### config.mk
export PLATFORM = sky130hd
export DESIGN_NAME = instr_subset_exec
export DESIGN_NICKNAME = d
export VERILOG_FILES = /design/src/inc/instr_subset_pkg.sv /design/src/verilog/instr_subset_exec.sv
export SDC_FILE = /design/constraint.sdc
export NUM_CORES = 1
export LEC_CHECK = 0
export ABC_CLOCK_PERIOD_IN_PS = 3770
export BUFFER_PORTS_ARGS = -buffer_cell sky130_fd_sc_hd__clkbuf_2
export CAP_MARGIN = 10
export CORE_ASPECT_RATIO = 1.5
export CORE_MARGIN = 2
export CORE_UTILIZATION = 35
export CTS_CLUSTER_DIAMETER = 150
export DETAILED_ROUTE_END_ITERATION = 12
export PLACE_DENSITY_LB_ADDON = 0.15
export SYNTH_ARGS = -nofsm -noshare
export SYNTH_HDL_FRONTEND = slang
export SYNTH_SLANG_ARGS = --single-unit
### constraint.sdc
create_clock -name sys_clk -period 3.77 [get_ports sys_clk]
set_input_delay 0.377 -clock sys_clk [delete_from_list [all_inputs] [get_ports sys_clk]]
set_output_delay 0.377 -clock sys_clk [all_outputs]
set_load 0.02 [all_outputs]
### src/inc/instr_subset_pkg.sv
// Package for the 4-bit CPU instruction subset executor
// Assumes 10-bit instruction words presented one per machine cycle
package instr_subset_pkg;
    // ------------------------------------------------------------
    // Opcodes (10-bit)
    // ------------------------------------------------------------
    localparam logic [9:0] OPC_NOP      = 10'h000;
    localparam logic [9:0] OPC_POF      = 10'h002;
    localparam logic [9:0] OPC_POF_EN   = 10'h05b;
    localparam logic [9:0] OPC_PORT0    = 10'h220;
    localparam logic [9:0] OPC_PORT1    = 10'h221;
    localparam logic [9:0] OPC_PORT2    = 10'h222;
    localparam logic [9:0] OPC_OR_MEM   = 10'h019;
    localparam logic [9:0] OPC_ROT_R    = 10'h01d;
    localparam logic [9:0] OPC_CY_CLR   = 10'h006;
    localparam logic [9:0] OPC_PD_CLR   = 10'h014;
    localparam logic [9:0] OPC_SUB_RET  = 10'h044;
    localparam logic [9:0] OPC_SKIP_RET = 10'h045;
    localparam logic [9:0] OPC_INT_RET  = 10'h046;
    localparam logic [9:0] OPC_HBR_RST  = 10'h058;
    // Masked groups: load pair 11xxxxyyyy, bank 00010010zz, bit clear 00010011jj
    localparam logic [1:0] GRP_LXY      = 2'h3;
    localparam logic [7:0] GRP_LZ       = 8'h12;
    localparam logic [7:0] GRP_BCLR     = 8'h13;
    // ------------------------------------------------------------
    // Widths and reset values
    // ------------------------------------------------------------
    localparam int PC_W  = 13;
    localparam int SP_W  = 3;
    localparam logic [3:0] NIB_ZERO = 4'h0;
    localparam logic [3:0] PD_RST   = 4'hf;
    localparam logic [PC_W-1:0] PC_RST = 13'h0000;
    localparam logic [SP_W-1:0] SP_RST = 3'h7;
    localparam logic [PC_W-1:0] PC_ONE = 13'h0001;
    localparam logic [SP_W-1:0] SP_ONE = 3'h1;
endpackage

### src/verilog/instr_subset_exec.sv
// Executes a subset of a 4-bit CPU's 10-bit instruction set
// Assumes one instruction word per machine cycle, taken when instr_valid is high and neither busy_r nor backup_r is set
`timescale 1ns/1ns
module instr_subset_exec
    import instr_subset_pkg::*;
#(
    parameter int STACK_DEPTH = 8
) (
    // Clock and reset
    input  wire logic            sys_clk,
    input  wire logic            rst_n,
    // Instruction stream
    input  wire logic            instr_valid,
    input  wire logic [9:0]      instr_word,
    // Data memory at the data pointer
    input  wire logic [3:0]      mem_rd_data,
    output logic                 mem_wr_en,
    output logic [3:0]           mem_wr_data,
    // Interrupt context saved by the interrupt entry logic
    input  wire logic [3:0]      save_x,
    input  wire logic [3:0]      save_y,
    input  wire logic [1:0]      save_z,
    input  wire logic            save_carry,
    input  wire logic            save_skip,
    input  wire logic            save_nop_mode,
    input  wire logic            save_cont_load,
    input  wire logic [3:0]      save_b,
    // Stack push from call logic
    input  wire logic            push_en,
    input  wire logic [PC_W-1:0] push_pc,
    // Architectural state
    output logic [PC_W-1:0]      pc_r,
    output logic [SP_W-1:0]      stack_pointer_r,
    output logic [3:0]           acc_r,
    output logic                 carry_flag_r,
    output logic [3:0]           x_r,
    output logic [3:0]           y_r,
    output logic [1:0]           z_r,
    output logic [3:0]           b_r,
    output logic                 skip_r,
    output logic                 nop_mode_r,
    output logic                 high_bit_ref_enable_flag_r,
    output logic                 busy_r,
    // Ports
    output logic [3:0]           port0_r,
    output logic [3:0]           port1_r,
    output logic [1:0]           port2_r,
    output logic [3:0]           portd_r,
    output logic                 backup_r
);
    // ------------------------------------------------------------
    // Decode
    // ------------------------------------------------------------
    logic [PC_W-1:0] return_stack [STACK_DEPTH];
    logic            cont_load_r;
    logic            pof_armed_r;
    logic            ret_pend_r;
    logic            ret_skip_r;
    logic            go;
    logic            is_lxy, is_lz, is_bclr;
    logic            is_ret, is_rts, is_rti;
    logic            lxy_skip;
    logic            run;

    assign go      = instr_valid && !busy_r && !backup_r;
    // A skipped return must not pop the stack or restore context
    assign run     = go && !skip_r;
    assign is_lxy  = (instr_word[9:8] == GRP_LXY);
    assign is_lz   = (instr_word[9:2] == GRP_LZ);
    assign is_bclr = (instr_word[9:2] == GRP_BCLR);
    assign is_ret  = (instr_word == OPC_SUB_RET);
    assign is_rts  = (instr_word == OPC_SKIP_RET);
    assign is_rti  = (instr_word == OPC_INT_RET);
    assign lxy_skip = is_lxy && cont_load_r;

    // Two-cycle sequencing for return and return-and-skip (interrupt return takes one); second cycle is busy
    always_ff @(posedge sys_clk or negedge rst_n) begin
        if (!rst_n) begin
            busy_r     <= 1'b0;
            ret_pend_r <= 1'b0;
            ret_skip_r <= 1'b0;
        end else begin
            busy_r     <= run && (is_ret || is_rts);
            ret_pend_r <= run && (is_ret || is_rts);
            ret_skip_r <= run && is_rts;
        end
    end

    // Program counter and stack
    always_ff @(posedge sys_clk or negedge rst_n) begin
        if (!rst_n) begin
            pc_r            <= PC_RST;
            stack_pointer_r <= SP_RST;
        end else if (push_en) begin
            stack_pointer_r <= stack_pointer_r + SP_ONE;
        end else if (run && (is_ret || is_rts || is_rti)) begin
            pc_r            <= return_stack[stack_pointer_r];
            stack_pointer_r <= stack_pointer_r - SP_ONE;
        end else if (go) begin
            pc_r            <= pc_r + PC_ONE;
        end
    end

    always_ff @(posedge sys_clk) begin
        if (push_en) begin
            return_stack[stack_pointer_r + SP_ONE] <= push_pc;
        end
    end

    // Skip flag: set after return-and-skip, consumed by next word
    always_ff @(posedge sys_clk or negedge rst_n) begin
        if (!rst_n) begin
            skip_r <= 1'b0;
        end else if (run && is_rti) begin
            skip_r <= save_skip;
        end else if (ret_pend_r) begin
            skip_r <= ret_skip_r;
        end else if (go) begin
            skip_r <= 1'b0;
        end
    end

    // ------------------------------------------------------------
    // Pointers and consecutive-load status
    // ------------------------------------------------------------
    always_ff @(posedge sys_clk or negedge rst_n) begin
        if (!rst_n) begin
            x_r         <= NIB_ZERO;
            y_r         <= NIB_ZERO;
            z_r         <= 2'h0;
            b_r         <= NIB_ZERO;
            cont_load_r <= 1'b0;
            nop_mode_r  <= 1'b0;
        end else if (run && is_rti) begin
            x_r         <= save_x;
            y_r         <= save_y;
            z_r         <= save_z;
            b_r         <= save_b;
            cont_load_r <= save_cont_load;
            nop_mode_r  <= save_nop_mode;
        end else if (go) begin
            cont_load_r <= is_lxy;
            if (is_lxy && !lxy_skip && !skip_r) begin
                x_r <= instr_word[7:4];
                y_r <= instr_word[3:0];
            end
            if (is_lz && !skip_r) begin
                z_r <= instr_word[1:0];
            end
        end
    end

    // ------------------------------------------------------------
    // Accumulator, carry and flags
    // ------------------------------------------------------------
    always_ff @(posedge sys_clk or negedge rst_n) begin
        if (!rst_n) begin
            acc_r                      <= NIB_ZERO;
            carry_flag_r               <= 1'b0;
            high_bit_ref_enable_flag_r <= 1'b0;
        end else if (run && is_rti) begin
            carry_flag_r <= save_carry;
        end else if (go && !skip_r) begin
            case (instr_word)
                OPC_OR_MEM:  acc_r <= acc_r | mem_rd_data;
                OPC_ROT_R: begin
                    acc_r        <= {carry_flag_r, acc_r[3:1]};
                    carry_flag_r <= acc_r[0];
                end
                OPC_CY_CLR:  carry_flag_r <= 1'b0;
                OPC_HBR_RST: high_bit_ref_enable_flag_r <= 1'b0;
                default: ;
            endcase
        end
    end

    // Power-off arming: only the instruction right after enable counts
    always_ff @(posedge sys_clk or negedge rst_n) begin
        if (!rst_n) begin
            pof_armed_r <= 1'b0;
            backup_r    <= 1'b0;
        end else if (go) begin
            pof_armed_r <= !skip_r && (instr_word == OPC_POF_EN);
            if (!skip_r && instr_word == OPC_POF && pof_armed_r) begin
                backup_r <= 1'b1;
            end
        end
    end

    // ------------------------------------------------------------
    // Ports and memory write
    // ------------------------------------------------------------
    always_ff @(posedge sys_clk or negedge rst_n) begin
        if (!rst_n) begin
            port0_r <= NIB_ZERO;
            port1_r <= NIB_ZERO;
            port2_r <= 2'h0;
            portd_r <= PD_RST;
        end else if (go && !skip_r) begin
            case (instr_word)
                OPC_PORT0:  port0_r <= acc_r;
                OPC_PORT1:  port1_r <= acc_r;
                OPC_PORT2:  port2_r <= acc_r[1:0];
                OPC_PD_CLR: portd_r[y_r[1:0]] <= 1'b0;
                default: ;
            endcase
        end
    end

    // Bit clear is a read-modify-write of the addressed nibble
    always_ff @(posedge sys_clk or negedge rst_n) begin
        if (!rst_n) begin
            mem_wr_en   <= 1'b0;
            mem_wr_data <= NIB_ZERO;
        end else begin
            mem_wr_en   <= go && !skip_r && is_bclr;
            mem_wr_data <= mem_rd_data & ~(4'h1 << instr_word[1:0]);
        end
    end

    // ------------------------------------------------------------
    // Checks
    // ------------------------------------------------------------
    ret_two_a: assert property (@(posedge sys_clk) disable iff (!rst_n)
        run && is_ret |=> busy_r ##1 !busy_r)
        else $error("return not two cycles");
    rts_skip_a: assert property (@(posedge sys_clk) disable iff (!rst_n)
        run && is_rts && !push_en |=> ##1 skip_r)
        else $error("skip not set after return-and-skip");
    lxy_run_a: assert property (@(posedge sys_clk) disable iff (!rst_n)
        go && lxy_skip |=> $stable(x_r) && $stable(y_r))
        else $error("second pointer load executed");
    rot_ring_a: assert property (@(posedge sys_clk) disable iff (!rst_n)
        go && !skip_r && instr_word == OPC_ROT_R
        |=> carry_flag_r == $past(acc_r[0]) && acc_r[3] == $past(carry_flag_r))
        else $error("rotate ring wrong");
    or_mem_a: assert property (@(posedge sys_clk) disable iff (!rst_n)
        go && !skip_r && instr_word == OPC_OR_MEM
        |=> acc_r == ($past(acc_r) | $past(mem_rd_data)) && $stable(carry_flag_r))
        else $error("or result wrong");
    pof_bare_a: assert property (@(posedge sys_clk) disable iff (!rst_n)
        go && !pof_armed_r && !backup_r |=> !backup_r)
        else $error("power off without enable");
    port2_a: assert property (@(posedge sys_clk) disable iff (!rst_n)
        go && !skip_r && instr_word == OPC_PORT2 |=> port2_r == $past(acc_r[1:0]))
        else $error("port 2 write wrong");
    nop_pc_a: assert property (@(posedge sys_clk) disable iff (!rst_n)
        go && instr_word == OPC_NOP && !push_en
        |=> pc_r == $past(pc_r) + PC_ONE && $stable(acc_r))
        else $error("nop changed state");
endmodule

==> summary.md, run 1 <==
| Metric | Value |
|---|---|
| CP max stage delay | 510 ps |
| Die Ht | approximately 180 µm |
| First-pass GRT wire length | 26,400 µm |
| Slowest-stage cell, CP | dfstp_2 |
| Leakage | 3.32 nW |
| Cells after Synth | 467 |
| Routability cong. | 0.869 |
| Row count | 63 |
| Die X | about 120 µm |
| Leading area contributor after synthesis | edfxtp_1 |
| Crit path max-delay family | buffers and inverters |
| Mean post-synth cell area | ~15 µm² |
| Most common cell on crit path | buf_4 |
| Final setup vio count | 0 |
| Top cells by area, synth | edfxtp_1 (44%), dfrtp_1 (19%), mux4_2 (8.2%), mux2_2 (2.8%), dfstp_2 (2.6%) |
| FFs w/ async S/R, synth | about 37% |
| Setup WS post-layout | 1220 ps |
| # Max-Cap Violations | 0 |
| Required @ worst endpoint | 3880 ps |
| Fmax | just under 0.4 GHz |
| EDFF count, synth | roughly 100 |
| Worst setup endpoint | return_stack[4][12] |
| Total CTS buffers | 17 |
| R2R depth | 6 |
| Initial antenna violation count | 0 |
| Initial DRT Pass Iterations | 5 |
| Layout cells sized above 1 | 35.5% |
| Synth cell count leaders | edfxtp_1 (104), dfrtp_1 (54), mux4_2 (26) |
| Final Max Slew Viols | 0 |
| CTS Sinks | 165 |
| Tcrit/Tclk final | 67.8% |
| Max Clock Skew | 11.4 ps |
| Post-cts repair resize count | 0 |
| Crit path cell chain | buf_4 -> ha_1 -> xor2_1 -> nand2_1 -> nor2_1 -> buf_4 |
| Vias in the first global route | 4,578 |
| Seq/Total Area, Yosys | 65.4% |
| Buffer and inverter count on the worst path | 2 |
| Worst slack, placed | about 1200 ps |
| Critical path startpoint | stack_pointer_r[0] |
| IR drop worst, VDD | 320 µV |
| Syn Nets | 519 |
| Slew @ Worst Pin | roughly 880 ps |
| Inserted Diodes | 0 |
| Core Area | a little under 0.02 mm² |
| Placement-stage cell area | 0.00800 mm² |
| Drt wl/cell | approximately 20 µm |
| Data arrival, critical path | 2670 ps |
| CTS Hold Bufs | 0 |
| Remaining Overflow, GRT | 0 |
| R2r startpoint | stack_pointer_r[0] |
| Worst skew pair latency | ~430 ps |
| R2R setup slack | ~1200 ps |
| Antenna Nets Post-Route | 0 |
| Nets | 636 |
| Setup bufs post-CTS | 0 |
| Worst rel slew slack | approximately two fifths |
| DR iter-0 viols | 308 |
| Unrepaired setup endpoints after global routing | no |
| Fin area | between 0.008 and 0.009 mm² |
| Dpl hpwl | 12,000 µm |
| Main synth FF type | edfxtp_1 |
| Initial Util | 35.9% |
| Crit-path max FO | 36 |
| Count leader, synth | edfxtp_1 |
| Crit path depth | 6 |
| Max Root-Sink Buffers | 2 |
| Synth top area share | 43.8% |
| Final worst path period need | between 2000 and 3000 ps |
| Worst-path clk slew | 70 ps |
| DR vias | 4,527 |
| # H-tree levels | 4 |
| DRC Markers | 0 |
| Pwr Density | 639 mW/mm² |
| Pin count of the biggest net entering global routing | 37 |
| Die area | roughly 0.022 mm² |
| Area delta synth->final | 20.2% |
| TNS Setup | 0 ps |
| Synth Cell Area | 0.00713 mm² |
| Outcome | finished, final reports clean |
| Worst setup path class | flip-flop to flip-flop |
| Num ports | 108 |
| Port Buffers | 106 |
| CP Launch Type | flip-flop |
| Clock Tree Root | clkbuf_16 |
| Via/cell ratio | 5.28 |
| Worst hold slack | 34.3 ps |
| TritonCTS clock tree | yes |
| Yosys Warn Count | 0 |
| Final Hold Viols | 0 |
| Netlist cell types | 59 |
| Final wirelength | 17,200 µm |
| Crit end category | flip-flop |
| HP Class | input port to async pin |
| RR Endpoint | return_stack[4][12] |
| Yosys reg bits | approximately 170 |
| All-layer global routing usage | 16.5% |
-- kinds of logic after synthesis --
kind of cell / Yosys count / share of synthesized area [%]
AO/OA/AOI/OAI: 66 / 6.65
XOR/XNOR: 4 / 0.492
adder cells (fa/ha/maj): 3 / 0.527
buffers and inverters: 34 / 2.26
flip-flops: 165 / 65.4
multiplexers: 62 / 13.6
other: 1 / 0.0526
AND/OR/NAND/NOR: 132 / 11.0
-- worst min path at each step --
stage | startpoint | end | slack (ps) | depth (start not counted)
after floorplan | rst_n | acc_r[0] | 80 | 0
after global placement | portd_r[1] | portd_r[1] | 470 | 1
after detailed placement | portd_r[1] | portd_r[1] | 480 | 1
after CTS | rst_n | b_r[2] | 50 | 1
after global routing | rst_n | b_r[0] | 90 | 1
final | rst_n | b_r[2] | 30 | 1
-- layout make-up --
| cell class | instances | area (µm²) |
|---|---|---|
| fill | 1850 | 11300 |
| sequential | 165 | 4660 |
| multi-input combinational | 268 | 2330 |
| timing repair buffer | 121 | 643 |
| clock buffer | 18 | 429 |
| tap | 260 | 325 |
| clock inverter | 14 | 139 |
| inverter | 11 | 41.3 |
-- sequential cells by signal, indices dropped and copies added, names as in the netlist, 4 cells and up --
signal and count:
x_r 4, mem_wr_data 4, portd_r 4, pc_r 13, port0_r 4, y_r 4
return_stack 104, port1_r 4, acc_r 4, b_r 4
-- stage by stage --
step / power [mW] / utilization (%) / std cells
after global placement: 3.84 / 40.2 / 825
after global routing: 5.76 / 43.1 / 857
after detailed placement: 3.86 / 40.2 / 825
after CTS: 5.57 / 43.1 / 857
final: 5.48 / 43.1 / 857
after floorplan: 3.36 / - / 467
-- where the power goes --
group          total (mW)  internal, mW  leakage [nW]  switching [mW]
combinational        1.35         0.588          1.34           0.767
sequential           2.43          2.28          1.70           0.159
clock                1.69         0.929         0.273           0.757
total                5.48          3.79          3.32            1.68
-- cells in the final DEF (no fill, tap or decap), types with 4 or more instances in the layout --
| master | netlist | routed |
|---|---|---|
| nor2b_1 | 5 | 5 |
| edfxtp_1 | 104 | 104 |
| a2111oi_0 | 4 | 4 |
| nor3_2 | 2 | 6 |
| nor3b_1 | 4 | 4 |
| mux2i_1 | 16 | 16 |
| dfrtp_1 | 54 | 54 |
| a21oi_1 | 13 | 13 |
| dfstp_2 | 7 | 7 |
| mux2_2 | 18 | 18 |
| o21ai_0 | 12 | 12 |
| nand4_1 | 13 | 13 |
| clkbuf_2 | 0 | 106 |
| nor2_1 | 24 | 24 |
| nand3_1 | 8 | 8 |
| nor3_1 | 12 | 8 |
| or3_1 | 6 | 6 |
| and3_1 | 4 | 4 |
| o22a_1 | 4 | 4 |
| buf_4 | 1 | 15 |
| mux4_2 | 26 | 26 |
| inv_6 | 0 | 5 |
| nor4b_1 | 4 | 4 |
| clkbuf_16 | 0 | 17 |
| inv_1 | 11 | 11 |
| o41ai_1 | 4 | 4 |
| nand2_1 | 22 | 22 |
| o211a_1 | 5 | 5 |
| nand2b_1 | 5 | 5 |
| and4_1 | 4 | 4 |
| nor4_1 | 4 | 4 |
| a21boi_0 | 4 | 4 |
-- per-layer routing --
metal	GRT usage, %	vias up	routed length [µm]
li1	-	2077	-
met1	19.2	2279	6790
met2	29.4	157	9240
met3	4.45	14	986
met4	5.18	0	175
met5	0	-	0
Note: power is estimated with default switching activity, not from simulation.
==> inputs of run 2 (changes only) <==
--- a/config.mk
+++ b/config.mk
@@ -5,7 +5,7 @@
 export SDC_FILE = /design/constraint.sdc
 export NUM_CORES = 1
 export LEC_CHECK = 0
-export ABC_CLOCK_PERIOD_IN_PS = 3770
+export ABC_CLOCK_PERIOD_IN_PS = 2400
 export BUFFER_PORTS_ARGS = -buffer_cell sky130_fd_sc_hd__clkbuf_2
 export CAP_MARGIN = 10
 export CORE_ASPECT_RATIO = 1.5
==> constraint.sdc (replaced) <==
create_clock -name sys_clk -period 2.4 [get_ports sys_clk]
set_input_delay 0.24 -clock sys_clk [delete_from_list [all_inputs] [get_ports sys_clk]]
set_output_delay 0.24 -clock sys_clk [all_outputs]
set_load 0.02 [all_outputs]
==> run 2 against run 1 <==
Global-route usage up 0.58 points. Core utilization up 1.7 points. Register-to-register slack worse by 1100 ps. Wire length up 1.9%. Critical path depth unchanged. Fmax up 11%. Sequential power up 56%.
==> summary.md, run 2 (synthesis gave the netlist of run 1 again) <==
| Metric | Value |
|---|---|
| Vias in the first global route | 4,839 (+5.7%) |
| Fillers | 1,838 (-0.65%) |
| First-pass GRT wire length | 27,000 µm (+2.3%) |
| Slowest-stage cell, CP | nor4b_1 |
| Seq. cell area | 0.00466 mm² (unchanged) |
| DR iter-0 viols | 294 (-4.5%) |
| Slew @ Worst Pin | 794 ps (-86.5 ps) |
| CTS Sinks | 165 (unchanged) |
| Fmax | 0.435 GHz (+11%) |
| Hold Path Stages | 3 |
| Setup WS post-layout | 99.8 ps (-1120 ps) |
| IR drop worst, VDD | 450 µV (+41%) |
| Met2 Use GR | 30.9% (+1.5 points) |
| Nets | 653 (+2.7%) |
| Buffer and inverter count on the worst path | 2 (unchanged) |
| Area delta synth->final | 24.8% |
| Final worst path period need | 2300 ps (-255 ps) |
| Required @ worst endpoint | 2700 ps (-1180 ps) |
| Die X | 121 µm (unchanged) |
| Drt wl/cell | 20.1 µm (about the same) |
| Inserted Diodes | 0 (unchanged) |
| CP max stage delay | 410 ps (-100 ps) |
| Pwr Density | 1020 mW/mm² (+59%) |
| Tcrit/Tclk final | 95.8% (+28 points) |
| Hold wc startpoint | save_cont_load |
| Worst skew pair latency | 430 ps (about the same) |
| Total CTS buffers | 17 (unchanged) |
| Clock Tree Root | clkbuf_16 |
| Most common cell after layout, fill and taps aside | clkbuf_2 |
| Worst slack, placed | 123 ps (-1090 ps) |
| Port Buffers | 106 (unchanged) |
| Crit path max-delay family | simple AND/OR/NAND/NOR gates |
| Die area | 0.0215 mm² (unchanged) |
| Num ports | 108 (unchanged) |
| DR vias | 4,549 (+0.49%) |
| Row count | 63 (unchanged) |
| Final Hold Viols | 0 (unchanged) |
| Leakage | 3.46 nW (+4.3%) |
| Max FFs per register | 104 (unchanged) |
| Commonest cells after routing, fill and taps aside | clkbuf_2 (106), edfxtp_1 (104), dfrtp_1 (54), mux4_2 (26), buf_4 (24) |
| Max Root-Sink Buffers | 2 (unchanged) |
| # Max-Cap Violations | 0 (unchanged) |
| Worst rel slew slack | 47.1% (+5.8 points) |
| Layout cells sized above 1 | 38.7% (+3.2 points) |
| Initial Util | 35.9% (unchanged) |
| Final Max Slew Viols | 0 (unchanged) |
| R2r startpoint | backup_r |
| TNS Setup | 0 ps (unchanged) |
| Initial DRT Pass Iterations | 6 (+1) |
| All-layer global routing usage | 17.0% (+0.58 points) |
| Biggest register | return_stack |
| RR Endpoint | pc_r[11] |
| Outcome | finished, final reports clean |
| Via/cell ratio | 5.21 (-1.4%) |
| R2R setup slack | 100 ps (-1120 ps) |
| Grt peak-use layer | met2 |
| R2R depth | 6 (unchanged) |
| Worst setup path class | flip-flop to flip-flop |
| Area of the multi-input gates | 0.00241 mm² (+3.7%) |
| Core Area | 0.0199 mm² (unchanged) |
| HP Class | input port to flip-flop |
| Worst-path clk slew | 60 ps (about the same) |
| Crit end category | flip-flop |
| # H-tree levels | 4 (unchanged) |
| Pin count of the biggest net entering global routing | 62 (+68%) |
| Initial antenna violation count | 0 (unchanged) |
| Remaining Overflow, GRT | 0 (unchanged) |
| Most common cell on crit path | buf_4 |
| Dpl hpwl | 12,600 µm (+5.1%) |
| Routability cong. | 0.871 (+0.26%) |
| Crit path cell chain | buf_4 -> nor4b_1 -> buf_4 -> nand3_1 -> o211a_1 -> or3_1 |
| DRC Markers | 0 (unchanged) |
| Final setup vio count | 0 (unchanged) |
| CP Launch Type | flip-flop |
| Data arrival, critical path | 2600 ps (-70 ps) |
| Antenna Nets Post-Route | 0 (unchanged) |
| Met3 Track Usage GR | 3.69% (-0.76 points) |
| Die Ht | 179 µm (unchanged) |
| Crit-path max FO | 9 (-75%) |
| Final wirelength | 17,500 µm (+1.9%) |
| TritonCTS clock tree | yes |
| Met1 usage | 18.9% (-0.23 points) |
| Max Clock Skew | 10.7 ps (-0.708 ps) |
| Hold endpoint | cont_load_r |
| Unrepaired setup endpoints after global routing | no |
| Largest regs | return_stack (104), pc_r (13) |
-- run 2: cell count changes in the layout (fill, tap and decap cells not counted), sizes merged --
cell | previous run | this run
dlygate4sd3 | 0 | 1
clkbuf | 124 | 123
clkinv | 3 | 4
buf | 15 | 31
bufinv | 1 | 3
inv | 19 | 16
-- run 2: worst max path at each step --
stage	to	cells after the start	start	slack, ps
6_report	pc_r[11]	6	backup_r	100
5_1_grt	port1_r[0]	6	backup_r	5
4_1_cts	pc_r[11]	6	backup_r	90
3_5_place_dp	pc_r[11]	6	ret_pend_r	120
3_3_place_gp	pc_r[11]	5	stack_pointer_r[0]	170
2_1_floorplan	return_stack[1][0]	7	stack_pointer_r[0]	40
-- run 2: metrics by stage --
| step | instances | util [%] | hold slack (ps) | area, µm² | total power, mW |
|---|---|---|---|---|---|
| 2_1_floorplan | 467 | - | -55.6 | 7270 | 5.56 |
| 3_3_place_gp | 841 | 41.7 | 455 | 8290 | 6.38 |
| 3_5_place_dp | 841 | 41.7 | 460 | 8290 | 6.43 |
| 4_1_cts | 873 | 44.8 | 1.02 | 8900 | 9.25 |
| 5_1_grt | 873 | 44.8 | 14.3 | 8900 | 9.52 |
| 6_report | 873 | 44.8 | 26.3 | 8900 | 9.07 |
-- run 2: per-layer routing --
layer	wire length [µm]	share of wire [%]
met5	0	0
met4	534	3.0
met3	749	4.3
met2	9390	54
met1	6840	39
-- run 2: what timing repair did --
item / 4_1_cts / 5_1_grt
resized for setup: 0 / 0
hold buffers: 1 / 0
setup buffers: 0 / 0
endpoints found under the hold margin: 23 / 0
endpoints found under the setup margin: 0 / 0
-- run 2: worst reg2reg max path: cells and delay by family, from the launching register on --
kind | cells | cell delay (ps)
simple gates | 3 | 1050
buf+inv | 2 | 390
flops | 1 | 380
compound gates | 1 | 330
-- run 2: area by class of cell --
cell class	count	area share [%]
clock buffer	17	4.78
clock inverter	14	1.95
inverter	11	0.464
multi-input combinational	268	27.1
sequential	165	52.4
tap	260	3.66
timing repair buffer	138	9.68
-- run 2: report_power, final --
part / internal (mW) / leakage, nW / switching (mW)
Combinational: 1.12 / 1.47 / 1.37
Clock: 1.64 / 0.289 / 1.14
Sequential: 3.58 / 1.70 / 0.222
Total: 6.34 / 3.46 / 2.73
==> inputs of run 3 (changes only) <==
--- a/config.mk
+++ b/config.mk
@@ -10,7 +10,7 @@
 export CAP_MARGIN = 10
 export CORE_ASPECT_RATIO = 1.5
 export CORE_MARGIN = 2
-export CORE_UTILIZATION = 35
+export CORE_UTILIZATION = 57
 export CTS_CLUSTER_DIAMETER = 150
 export DETAILED_ROUTE_END_ITERATION = 12
 export PLACE_DENSITY_LB_ADDON = 0.15
==> run 3 against run 2 <==
Non-clock buffer count increased by 7. Register-to-register slack improved by 90 ps. Hold slack got worse by 2.0 ps. Via count increased by 4.6%. Clock power about the same. Sequential share of layout area increased by 0.63 points. Critical path type unchanged. Highest routed layer unchanged.
==> summary.md, run 3 (synthesis gave the netlist of run 1 again) <==
| Metric | Value |
|---|---|
| Worst setup path class | flip-flop to flip-flop |
| Pint | 6.22 mW (-1.9%) |
| Port Buffers | 106 (unchanged) |
| Most common cell on crit path | buf_4 |
| DR vias | 4,759 (+4.6%) |
| Register share of total power | 41.4% (-0.5 points) |
| Max Clock Skew | 9.91 ps (-0.834 ps) |
| Data arrival, critical path | 2520 ps (-80 ps) |
| Area delta synth->final | 23.3% |
| TNS Setup | 0 ps (unchanged) |
| Leakage | 3.49 nW (+1.0%) |
| All-layer global routing usage | 25.9% (+8.9 points) |
| Setup bufs post-CTS | 0 (unchanged) |
| First-pass GRT wire length | 25,700 µm (-5.0%) |
| Dpl hpwl | 11,700 µm (-7.6%) |
| Switching pwr | 2.90 mW (+6.0%) |
| Die area | 0.0134 mm² (-38%) |
| Pin count of the biggest net entering global routing | 52 (-16%) |
| Crit end category | flip-flop |
| Routability cong. | 0.923 (+6.0%) |
| Biggest register | return_stack |
| CP Launch Type | flip-flop |
| Slew @ Worst Pin | 578 ps (-216 ps) |
| Row count | 50 (-21%) |
| Final worst path period need | 2210 ps (-89.4 ps) |
| Crit path max-delay family | simple AND/OR/NAND/NOR gates |
| TritonCTS clock tree | yes |
| HP Class | input port to flip-flop |
| Buffer and inverter count on the worst path | 2 (unchanged) |
| Combinational Power Share | 28.1% (+0.6 points) |
| Crit path cell chain | buf_4 -> nor4b_1 -> buf_4 -> nand3_1 -> o211a_1 -> or3_1 |
| # Max-Cap Violations | 0 (unchanged) |
| Largest regs | return_stack (104), pc_r (13) |
| Tcrit/Tclk final | 92.1% (-3.7 points) |
| Most common cell after layout, fill and taps aside | clkbuf_2 |
| Die Ht | 141 µm (-21%) |
| Placement-stage cell area | 0.00817 mm² (-1.4%) |
| Initial Util | 57.8% (+22 points) |
| Nets | 660 (+1.1%) |
| Slowest-stage cell, CP | dfrtp_1 |
| Remaining Overflow, GRT | 0 (unchanged) |
| Worst slack, placed | 221 ps (+98.2 ps) |
| Outcome | finished, final reports clean |
| Pwr Density | 1040 mW/mm² (+1.7%) |
| Final wirelength | 16,800 µm (-4.2%) |
| Worst-path clk slew | 70 ps (about the same) |
| Final setup vio count | 0 (unchanged) |
| IR drop worst, VDD | 808 µV (+80%) |
| Required @ worst endpoint | 2710 ps (about the same) |
| Crit-path max FO | 11 (+2) |
| Sw Ratio | 31.8% (+1.7 points) |
| Antenna Nets Post-Route | 0 (unchanged) |
| Unrepaired setup endpoints after global routing | no |
| Worst skew pair latency | 430 ps (about the same) |
| Max FFs per register | 104 (unchanged) |
| DRC Markers | 0 (unchanged) |
| Clk network pwr share | 30.5% (about the same) |
| CTS Hold Bufs | 1 (unchanged) |
| Layout cells sized above 1 | 39.6% (+0.95 points) |
| Inserted Diodes | 0 (unchanged) |
| Core Area | 0.0123 mm² (-38%) |
| Total power | 9.11 mW (+0.45%) |
| Initial antenna violation count | 0 (unchanged) |
| Num ports | 108 (unchanged) |
| Post-cts repair resize count | 0 (unchanged) |
| CP max stage delay | 390 ps (-20 ps) |
| Commonest cells after routing, fill and taps aside | clkbuf_2 (106), edfxtp_1 (104), dfrtp_1 (54), buf_4 (34), mux4_2 (26) |
| Fmax | 0.452 GHz (+4.0%) |
| Vias in the first global route | 4,846 (+0.14%) |
| Setup WS post-layout | 189 ps (+89.4 ps) |
| Final Hold Viols | 0 (unchanged) |
| Total CTS buffers | 17 (unchanged) |
| Clock Tree Root | clkbuf_16 |
| Finished Core Util | 71.3% (+27 points) |
| CTS Sinks | 165 (unchanged) |
| Via/cell ratio | 6.12 (+18%) |
| # H-tree levels | 4 (unchanged) |
| Initial DRT Pass Iterations | 4 (-2) |
| Die X | 95.3 µm (-21%) |
| Final Max Slew Viols | 0 (unchanged) |
| Fin area | 0.00879 mm² (-1.2%) |
| Worst rel slew slack | 61.2% (+14 points) |
| Drt wl/cell | 21.6 µm (+7.6%) |
| DR iter-0 viols | 220 (-25%) |
| Max Root-Sink Buffers | 2 (unchanged) |
[run 3: changes by cell type in the layout (fill, tap and decap cells not counted)]
cell	change
buf_12	-3
clkinv_4	-1
inv_6	-4
buf_4	+10
clkinvlp_4	+2
inv_8	+7
clkinvlp_2	-2
clkinv_1	-1
bufinv_16	-2
clkinv_8	+2
[run 3: power groups by stage]
stage               combinational [mW]  clock, mW  sequential, mW
floorplan                         1.69          0            3.87
global placement                  2.51          0            3.78
detailed placement                2.58          0            3.83
CTS                               2.60       2.80            3.77
global route                      2.75       2.93            3.81
finish                            2.56       2.78            3.77
[run 3: per-layer routing]
metal  up-vias  share of wire (%)  wire length [µm]  global-route usage [%]
met2       161                 54              9070                    45.6
met4         0                3.3               561                    12.4
met1      2433                 38              6310                    29.5
li1       2129                  -                 -                       -
met3        36                5.0               843                    5.45
met5         -                  0                 0                       0
[run 3: metrics by stage]
step	instances	hold WS [ps]
floorplan	467	-55.6
CTS	777	16.5
global placement	744	134
global route	777	24.4
detailed placement	744	144
finish	777	24.3
[run 3: worst register-to-register path: stages, from the launching register on]
cell and delay (ps):
dfrtp_1 390, buf_4 160, nor4b_1 300, buf_4 230
nand3_1 310, o211a_1 320, or3_1 370
[run 3: worst paths after layout]
check	startpoint	to	slack, ps	cells after the start
max	backup_r	pc_r[11]	190	6
min	save_b[2]	b_r[2]	20	2
max reg2reg	backup_r	pc_r[11]	190	6
min reg2reg	portd_r[3]	portd_r[3]	480	1
max in group asynchronous	rst_n	stack_pointer_r[2]	1530	3
min in group asynchronous	rst_n	b_r[0]	230	2
[run 3: layout make-up]
| type | instances | area, µm² |
|---|---|---|
| timing repair buffer | 145 | 876 |
| sequential | 165 | 4660 |
| fill | 804 | 3530 |
| multi-input combinational | 268 | 2410 |
| tap | 156 | 195 |
| clock buffer | 17 | 425 |
| inverter | 11 | 41.3 |
| clock inverter | 15 | 183 |
